<file path="src/inc/pkr_pkg.sv">
// package for the power key and reset control block
package pkr_pkg;

  localparam int unsigned CLK_HZ        = 100_000_000;
  localparam int unsigned KEY_HOLD_MS   = 2000;  // power key hold, least
  localparam int unsigned CMD_READY_MS  = 5000;  // command ready after key fall
  localparam int unsigned RST_HOLD_MS   = 50;    // reset hold, more than
  localparam int unsigned CYC_PER_MS    = CLK_HZ / 1000;
  localparam int unsigned KEY_HOLD_CYC  = KEY_HOLD_MS * CYC_PER_MS;
  localparam int unsigned CMD_READY_CYC = CMD_READY_MS * CYC_PER_MS;
  localparam int unsigned RST_HOLD_CYC  = RST_HOLD_MS * CYC_PER_MS + 1;
  localparam int unsigned CNT_W         = 30;

  // power states, one-hot
  typedef enum logic [4:0] {
    PKR_OFF   = 5'h01,
    PKR_INIT  = 5'h02,
    PKR_ON    = 5'h04,
    PKR_SHUT  = 5'h08,
    PKR_RESET = 5'h10
  } pkr_state_t;

  // synchronised control pins, both active low
  typedef struct packed {
    logic key_low;
    logic rst_low;
  } pkr_pins_t;

  // status toward the module core
  typedef struct packed {
    logic powered;
    logic cmd_ready;
    logic core_reset;
  } pkr_status_t;

endpackage

</file>
<file path="src/design/pkr_sync.sv">
// three-stage synchroniser with agreement filter for one pin
`timescale 1ns/100ps
module pkr_sync
  import pkr_pkg::*;
(
  input  wire logic ref_clk,
  input  wire logic resetn,
  input  wire logic pin_in,
  output logic      pin_out
);

  logic s1_reg;
  logic s2_reg;
  logic s3_reg;

  // pins idle high; reset to inactive so no false press is seen
  always_ff @(posedge ref_clk)
  begin
    if (!resetn)
    begin
      s1_reg <= 1'h1;
      s2_reg <= 1'h1;
      s3_reg <= 1'h1;
    end
    else
    begin
      s1_reg <= pin_in;
      s2_reg <= s1_reg;
      s3_reg <= s2_reg;
    end
  end

  // change counts only once stage two and three agree
  always_ff @(posedge ref_clk)
  begin
    if (!resetn)
      pin_out <= 1'h1;
    else if (s2_reg == s3_reg)
      pin_out <= s3_reg;
  end

endmodule

</file>
<file path="src/design/pkr_ctrl.sv">
// power key and reset sequencer of the cellular module
`timescale 1ns/100ps
module pkr_ctrl
  import pkr_pkg::*;
#(
  parameter int unsigned KEY_CYC   = KEY_HOLD_CYC,
  parameter int unsigned READY_CYC = CMD_READY_CYC,
  parameter int unsigned RST_CYC   = RST_HOLD_CYC
)
(
  input  wire logic ref_clk,
  input  wire logic resetn,
  input  wire logic power_key_low,
  input  wire logic reset_low,
  input  wire logic shutdown_cmd,
  input  wire logic shutdown_done,
  output logic      powered,
  output logic      cmd_ready,
  output logic      core_reset
);

  pkr_pins_t   pins;
  pkr_state_t  state_reg;
  pkr_state_t  state_next;
  pkr_status_t stat_next;
  logic [CNT_W-1:0] key_cnt_reg;
  logic [CNT_W-1:0] rst_cnt_reg;
  logic [CNT_W-1:0] rdy_cnt_reg;
  logic key_qual_reg;
  logic key_low_d_reg;
  logic key_release;
  logic rst_qual;

  // pins come from the host, outside this clock domain
  pkr_sync u_key_sync
  (
    .ref_clk (ref_clk),
    .resetn  (resetn),
    .pin_in  (power_key_low),
    .pin_out (pins.key_low)
  );

  pkr_sync u_rst_sync
  (
    .ref_clk (ref_clk),
    .resetn  (resetn),
    .pin_in  (reset_low),
    .pin_out (pins.rst_low)
  );

  // time key low
  // saturating count so a key held for ever does not wrap
  // a high synchronised level means released and clears the count
  always_ff @(posedge ref_clk)
  begin
    if (!resetn || pins.key_low)
      key_cnt_reg <= '0;
    else if (key_cnt_reg != KEY_CYC[CNT_W-1:0])
      key_cnt_reg <= key_cnt_reg + 1'h1;
  end

  always_ff @(posedge ref_clk)
  begin
    if (!resetn)
      key_qual_reg <= 1'h0;
    else if (pins.key_low)
      key_qual_reg <= 1'h0;
    else if (key_cnt_reg == KEY_CYC[CNT_W-1:0])
      key_qual_reg <= 1'h1;
  end

  // delayed key level for release detection
  // resets to the idle high level so no false release follows reset
  always_ff @(posedge ref_clk)
  begin
    if (!resetn)
      key_low_d_reg <= 1'h1;
    else
      key_low_d_reg <= pins.key_low;
  end

  // release after a qualified hold; toggles power state
  assign key_release = key_qual_reg & pins.key_low & ~key_low_d_reg;

  always_ff @(posedge ref_clk)
  begin
    if (!resetn || pins.rst_low)
      rst_cnt_reg <= '0;
    else if (rst_cnt_reg != RST_CYC[CNT_W-1:0])
      rst_cnt_reg <= rst_cnt_reg + 1'h1;
  end

  assign rst_qual = (rst_cnt_reg == RST_CYC[CNT_W-1:0]);

  // ready timer from key press in off
  // held clear while the key is up in off, so the count of a short press clears again on its release
  always_ff @(posedge ref_clk)
  begin
    if (!resetn || state_reg == PKR_SHUT || state_reg == PKR_RESET)
      rdy_cnt_reg <= '0;
    else if (state_reg == PKR_OFF && pins.key_low && !key_release)
      rdy_cnt_reg <= '0;
    else if (rdy_cnt_reg != READY_CYC[CNT_W-1:0])
      rdy_cnt_reg <= rdy_cnt_reg + 1'h1;
  end

  // power state machine
  always_comb
  begin
    state_next = state_reg;
    case (state_reg)
      PKR_OFF:
        if (key_release)
          state_next = PKR_INIT;
      PKR_INIT:
        if (rst_qual)
          state_next = PKR_RESET;
        else if (key_release)
          state_next = PKR_SHUT;
        else if (rdy_cnt_reg == READY_CYC[CNT_W-1:0])
          state_next = PKR_ON;
      PKR_ON:
        if (rst_qual)
          state_next = PKR_RESET;
        else if (key_release)
          state_next = PKR_SHUT;
        else if (shutdown_cmd)
          state_next = PKR_SHUT;
      PKR_SHUT:
        if (shutdown_done)
          state_next = (!pins.key_low) ? PKR_INIT : PKR_OFF;
      PKR_RESET:
        if (pins.rst_low)
          state_next = PKR_INIT;
      default:
        state_next = PKR_OFF;
    endcase
  end

  always_ff @(posedge ref_clk)
  begin
    if (!resetn)
      state_reg <= PKR_OFF;
    else
      state_reg <= state_next;
  end

  // status outputs decoded from next state, registered
  always_comb
  begin
    stat_next.powered    = (state_next != PKR_OFF);
    stat_next.cmd_ready  = (state_next == PKR_ON);
    stat_next.core_reset = (state_next == PKR_RESET);
  end

  always_ff @(posedge ref_clk)
  begin
    if (!resetn)
    begin
      powered    <= 1'h0;
      cmd_ready  <= 1'h0;
      core_reset <= 1'h0;
    end
    else
    begin
      powered    <= stat_next.powered;
      cmd_ready  <= stat_next.cmd_ready;
      core_reset <= stat_next.core_reset;
    end
  end
endmodule

</file>
<file path="config.mk">
export PLATFORM = sky130hd
export DESIGN_NAME = pkr_ctrl
export DESIGN_NICKNAME = d
export VERILOG_FILES = /design/src/inc/pkr_pkg.sv /design/src/design/pkr_sync.sv /design/src/design/pkr_ctrl.sv
export SDC_FILE = /design/constraint.sdc
export NUM_CORES = 1
export LEC_CHECK = 0
export BUFFER_PORTS_ARGS = -buffer_cell sky130_fd_sc_hd__buf_2
export CORE_MARGIN = 2
export CORE_UTILIZATION = 35
export CTS_CLUSTER_SIZE = 20
export DETAILED_ROUTE_END_ITERATION = 7
export SYNTH_ARGS = -nofsm -noshare
export SYNTH_HDL_FRONTEND = slang
export SYNTH_SLANG_ARGS = --single-unit
</file>
<file path="constraint.sdc">
create_clock -name ref_clk -period 2.7 [get_ports ref_clk]
set_input_delay 0.27 -clock ref_clk [delete_from_list [all_inputs] [get_ports ref_clk]]
set_output_delay 0.27 -clock ref_clk [all_outputs]
set_load 0.01 [all_outputs]
</file>
# Word level (Yosys, flattened, before mapping)
# Cells that the tools add are included.
totals:
  ff_bits: 108
  latchBits: 0
  ram_bits: 0
  mem_bits_ro: 0
  out_inout_bits: 3
  wordCells: 61
  mem_count: 0
classes:
  addsub: 3
  mul: 0
  div_mod_pow: 0
  n_lt_le_gt_ge: 0
  n_eq_ne: 16
  n_shift: 0
  muxes: 11
  n_bitwise: 4
  reduce_logical: 10
ops:
  columns: ["operator", "count"]
  rows:
  - ["$add A30 B1 Y30 const B", 3]
  - ["$mux W5", 9]
  - ["$eq A30 B23 Y1 const B", 1]
  - ["$eq A30 B28 Y1 const B", 1]
  - ["$eq A30 B29 Y1 const B", 1]
  - ["$ne A30 B23 Y1 const B", 1]
  - ["$ne A30 B28 Y1 const B", 1]
  - ["$ne A30 B29 Y1 const B", 1]
  - ["$pmux W5 S5", 1]
  - ["$eq A5 B3 Y1 const B", 2]
  - ["$eq A5 B5 Y1 const B", 2]
  - ["$eq A5 B1 Y1 const B", 1]
  - ["$eq A5 B2 Y1 const B", 1]
  - ["$eq A5 B4 Y1 const B", 1]
  - ["$ne A5 B1 Y1 const B", 1]
  - ["$logic_or A1 B1 Y1", 4]
  - ["$reduce_or A2 Y1", 2]
  - ["$and A1 B1 Y1", 2]
  - ["$eq A1 B1 Y1", 2]
  - ["$logic_and A1 B1 Y1", 2]
  - ["$logic_not A1 Y1", 2]
  - ["$mux W2", 1]
  - ["$not A1 Y1", 2]

# Depth between registers and ports, before layout
logic_depth:
  ltp_word: 6
  mapped_depth: 8
  depth_no_buf: 7

# Hierarchy
# From an unflattened synthesis, not the netlist that was laid out.
unflattened:
  hier_cells: 577
  hier_area_um2: 4982.3
modules_own_cells:
  columns: ["module", "n_inst", "cells_per_inst", "area_each_um2", "seq_area_each_um2"]
  rows:
  - ["pkr_ctrl", 1, 557, 4757.1, 2001.9]
  - ["pkr_sync", 2, 10, 112.6, 80.1]

# Worst setup path after synthesis
# No wires, ideal clock.
synth_timing:
  path_kind: "register -> register"
  startpoint: "register key_cnt_reg[1]"
  endpoint: "register key_cnt_reg[28]"
  setup_ns: 0.115
  arrival_ns: 1.751
  path_slack_ns: 0.835
  path_stages_with_launch: 7
  path_buffers: 1
  synth_period_minus_slack_ns: 1.865
  path_cell_list: "dfxtp_1 ha_1 inv_1 or4_4 buf_6 o31a_2 o21ba_1"
synth_between:
  elab_chain_len: 1
  elab_cells_between_ends: 2
  cone_classes: "add/sub: 1; eq/ne: 1"
synth_lines:
  columns: ["element", "line_no", "source"]
  rows:
  - ["from (decl)", "pkr_ctrl.sv:26", "logic [CNT_W-1:0] key_cnt_reg;"]
  - ["from (signal assigned)", "pkr_ctrl.sv:59", "key_cnt_reg <= key_cnt_reg + 1'h1;"]
  - ["$add A30 B1 Y30 / $ne A30 B28 Y1 (equally long branches)", "pkr_ctrl.sv:59, pkr_ctrl.sv:58", null]
# Parallel ways exist; a longest one is shown, timed or not.
# A chain may end at the register's enable or synchronous reset.

# Worst setup path in the final report
layout_timing:
  startpoint: "register rst_cnt_reg[12]"
  endpoint: "register state_reg[1]"
layout_between:
  elab_chain_len: 3
  elab_cells_between_ends: 4
  cone_classes: "eq/ne: 1; mux: 3"
layout_lines:
  columns: ["element", "line_no", "source"]
  rows:
  - ["from (decl)", "pkr_ctrl.sv:27", "logic [CNT_W-1:0] rst_cnt_reg;"]
  - ["from (signal assigned)", "pkr_ctrl.sv:90", "rst_cnt_reg <= rst_cnt_reg + 1'h1;"]
  - ["$eq A30 B23 Y1 *", "pkr_ctrl.sv:93", "assign rst_qual = (rst_cnt_reg == RST_CYC[CNT_W-1:0]);"]
  - ["$mux W5, on equally long branches", "pkr_ctrl.sv:123, pkr_ctrl.sv:116", null]
  - ["$pmux W5 S5 *", "pkr_ctrl.sv:111", "case (state_reg)"]
  - ["to (signal assigned)", "pkr_ctrl.sv:145", "state_reg <= state_next;"]
  - ["to (decl)", "pkr_ctrl.sv:23", "pkr_state_t state_reg;"]
# Every way passes the cells marked *; elsewhere a longest branch is shown, timed or not.

==> flow_metrics.tcl <==
set metrics [dict create \
    skew_ps 9.535 \
    p_switching_mw 0.6070 \
    path_class "flip-flop to flip-flop" \
    grt_max_degree 31 \
    syn_area_per_cell_um2 8.717 \
    drive_gt1_share_pct 6.985 \
    ys_ff_latch 108 \
    syn-cell-area_mm2 0.005030 \
    synthFlopType "dfxtp_1" \
    synthArstFlopShare_pct 0 \
    min_path_type "primary input to flip-flop" \
    drc 0 \
    period_needed_ps 2044 \
    grt_use_total_pct 13.61 \
    switching_share_pct 21.37 \
    cts_buffer_depth 2 \
    p_int_mw 2.234 \
    place_congestion 0.7569 \
    syn_to_final_growth_pct 9.726 \
    root_buffer "clkbuf_16" \
    postCtsSetupRepairBufs 0 \
    grt_first_pass_wirelength_um 16820 \
    tightest_slew_ps 866.4 \
    status "complete, no violations" \
    finalSetupTns_ps 0 \
    antenna_cells 0 \
    cp-start-kind "flip-flop" \
    ys_warn_count 0 \
    hpwl_um 6825 \
    viasPerCell 5.140 \
    seq_area_frac_synth_pct 42.99 \
    post_cts_resized 0 \
    die_w_um 123.9 \
    maxSlewViolCount 0 \
    path_common_cell "nor4b_1" \
    portBuffers 8 \
    finalWirelength_um 9715 \
    cts-buffers-inserted 9 \
    clk_latency_ps 350 \
    critical-path-top-delay-family "simple AND/OR/NAND/NOR gates" \
    cp_slowest_cell "or4_1" \
    cts_max_level 3 \
    period_share_pct 75.71 \
    num_vias 3942 \
    wire_per_inst_um 12.67 \
    cp.buffers_inverters 0 \
    critPathArrivalTime_ps 2290 \
    nNetsFinal 594 \
    rsz0062_at_grt "no" \
    hold_buffers 0 \
    p_per_area_mw_per_mm2 514.8 \
    cts.sinks 108 \
    hold_slack_ps 98.29 \
    synthesis.instances 577 \
    drt_iter0_drc 209 \
    floorplan.initialDensity_pct 36.10 \
    comb_power_share_pct 0.5 \
    max_slew_margin_pct 42.24 \
    cp_cell_sequence "nor4b_1, nand2_1, or4_1, nor4b_1, o31a_1" \
    end_kind "flip-flop" \
    io_pins 9 \
    antenna_found_initial 0 \
    ant_nets 0 \
    finalSetupViolCount 0 \
    irDropWorstVdd_v 0.0002778 \
    clockPowerShare_pct 43.3 \
    synth_fp_nets 589 \
    dr.pass1.iters 4 \
    dieArea_mm2 0.01535 \
    path_max_fanout 8 \
    crit_required_ps 2950 \
    rows 43 \
    synth_edf_count 0 \
    max_freq_ghz 0.4892 \
    slowest_delay_ps 700 \
    clkTransAtPathRegs_ps 70 \
    cap_viol_max_count 0 \
    sequentialPowerShare_pct 56.2 \
    cts_tree "yes" \
    finalHoldViolCount 0 \
    leakage_nw 1.726 \
    die_h_um 123.9 \
    grt-ovfl-total 0 \
    grt_pass1_vias 3707 \
    coreArea_mm2 0.01393 \
    synth_cell_types 47 \
]
==> metrics by stage <==
| step | total power, mW | cells | util (%) | setup WS (ps) | area (µm²) |
|---|---|---|---|---|---|
| final | 2.841 | 767 | 39.61 | 655.8 | 5519 |
| after global routing | 2.954 | 767 | 39.61 | 436.8 | 5519 |
| after CTS | 2.893 | 767 | 39.61 | 639.2 | 5519 |
| after detailed placement | 1.649 | 751 | 37.68 | 654.8 | 5250 |
| after global placement | 1.649 | 751 | 37.68 | 688.0 | 5250 |
| after floorplan | 1.641 | 577 | - | 834.5 | 5030 |
==> metal layers <==
| metal | vias to the layer above | wire length (µm) | GRT usage [%] |
|---|---|---|---|
| met5 | - | 0 | 0 |
| met4 | 0 | 107 | 3.551 |
| met3 | 6 | 262 | 4.167 |
| met2 | 30 | 4715 | 23.52 |
| met1 | 1887 | 4630 | 16.41 |
| li1 | 2019 | - | - |
==> cells in the mapped netlist (5+ instances only) <==
cell      count  area share (%)
nand2_1      36             2.7
nor4b_1      11             1.9
dfxtp_1     108              43
ha_1          6             1.5
xor2_1       42             7.3
nor4_4        5             2.1
nor2_1       94             7.0
nor2b_1       6            0.75
xnor2_1      30             5.2
and4_1        9             1.6
nand4_1      28             3.5
and2_1        6            0.75
nand2b_1     12             1.5
clkbuf_1     15             1.1
nor3_1       12             1.2
and3_1       11             1.4
o21ai_0      17             1.7
nand3_1      32             3.2
inv_1        15             1.1
a21oi_1      17             1.7
nor4_1       14             1.7
or3_1        16             2.0
==> power groups by stage <==
| stage | registers (mW) | clock network, mW | logic [mW] |
|---|---|---|---|
| final | 1.60 | 1.23 | 0.0149 |
| after global placement | 1.63 | 0 | 0.0147 |
| after detailed placement | 1.63 | 0 | 0.0151 |
| after global routing | 1.60 | 1.34 | 0.0167 |
| after CTS | 1.60 | 1.28 | 0.0152 |
| after floorplan | 1.63 | 0 | 0.00787 |
==> worst register-to-register path, cell delays in order (launching register included) <==
cell     delay (ps)
dfxtp_1         360
nor4b_1         340
nand2_1          90
or4_1           700
nor4b_1         220
o31a_1          240
==> placed cells by master, fill, tap and decap left out, types with 12 or more instances in the layout <==
| master | synthesis | layout |
|---|---|---|
| a21oi_1 | 17 | 17 |
| dfxtp_1 | 108 | 108 |
| inv_1 | 15 | 15 |
| nand2_1 | 36 | 36 |
| nand2b_1 | 12 | 12 |
| nand3_1 | 32 | 32 |
| nand4_1 | 28 | 28 |
| nor2_1 | 94 | 94 |
| nor3_1 | 12 | 12 |
| nor4_1 | 14 | 14 |
| o21ai_0 | 17 | 17 |
| or3_1 | 16 | 16 |
| xnor2_1 | 30 | 30 |
| xor2_1 | 42 | 42 |
==> final timing paths <==
kind,from,to,slack [ps],depth (start not counted)
worst max-delay path,rst_cnt_reg[12]$_SDFFE_PP0N_,state_reg[1]$_SDFF_PN0_,660,5
worst min-delay path,power_key_low,u_key_sync.s1_reg$_SDFF_PN1_,100,2
worst max register to register,rst_cnt_reg[12]$_SDFFE_PP0N_,state_reg[1]$_SDFF_PN0_,660,5
worst min register to register,u_rst_sync.s1_reg$_SDFF_PN1_,u_rst_sync.s2_reg$_SDFF_PN1_,410,1
==> kinds of logic (layout without fill, tap and decap cells) <==
kind of cell	count (synthesis)	in the layout	synth area share, %
buffers and inverters	35	45	2.910
AOI/OAI and AO/OA	48	48	5.597
DFF	108	108	42.99
and+or+nand+nor	306	306	34.08
adders and majority gates	6	6	1.492
xor gates and xnor gates	72	72	12.54
muxes	2	2	0.3980
==> area by class of cell <==
type | count | area (µm²)
Sequential cell | 108 | 2162
Inverter | 15 | 56.30
Multi-Input combinational cell | 434 | 2721
Timing Repair Buffer | 14 | 85.08
Clock buffer | 11 | 232.7
Tap cell | 180 | 225.2
Fill cell | 1413 | 8416
Clock inverter | 5 | 36.28
Note: power is estimated with default switching activity, not from simulation.
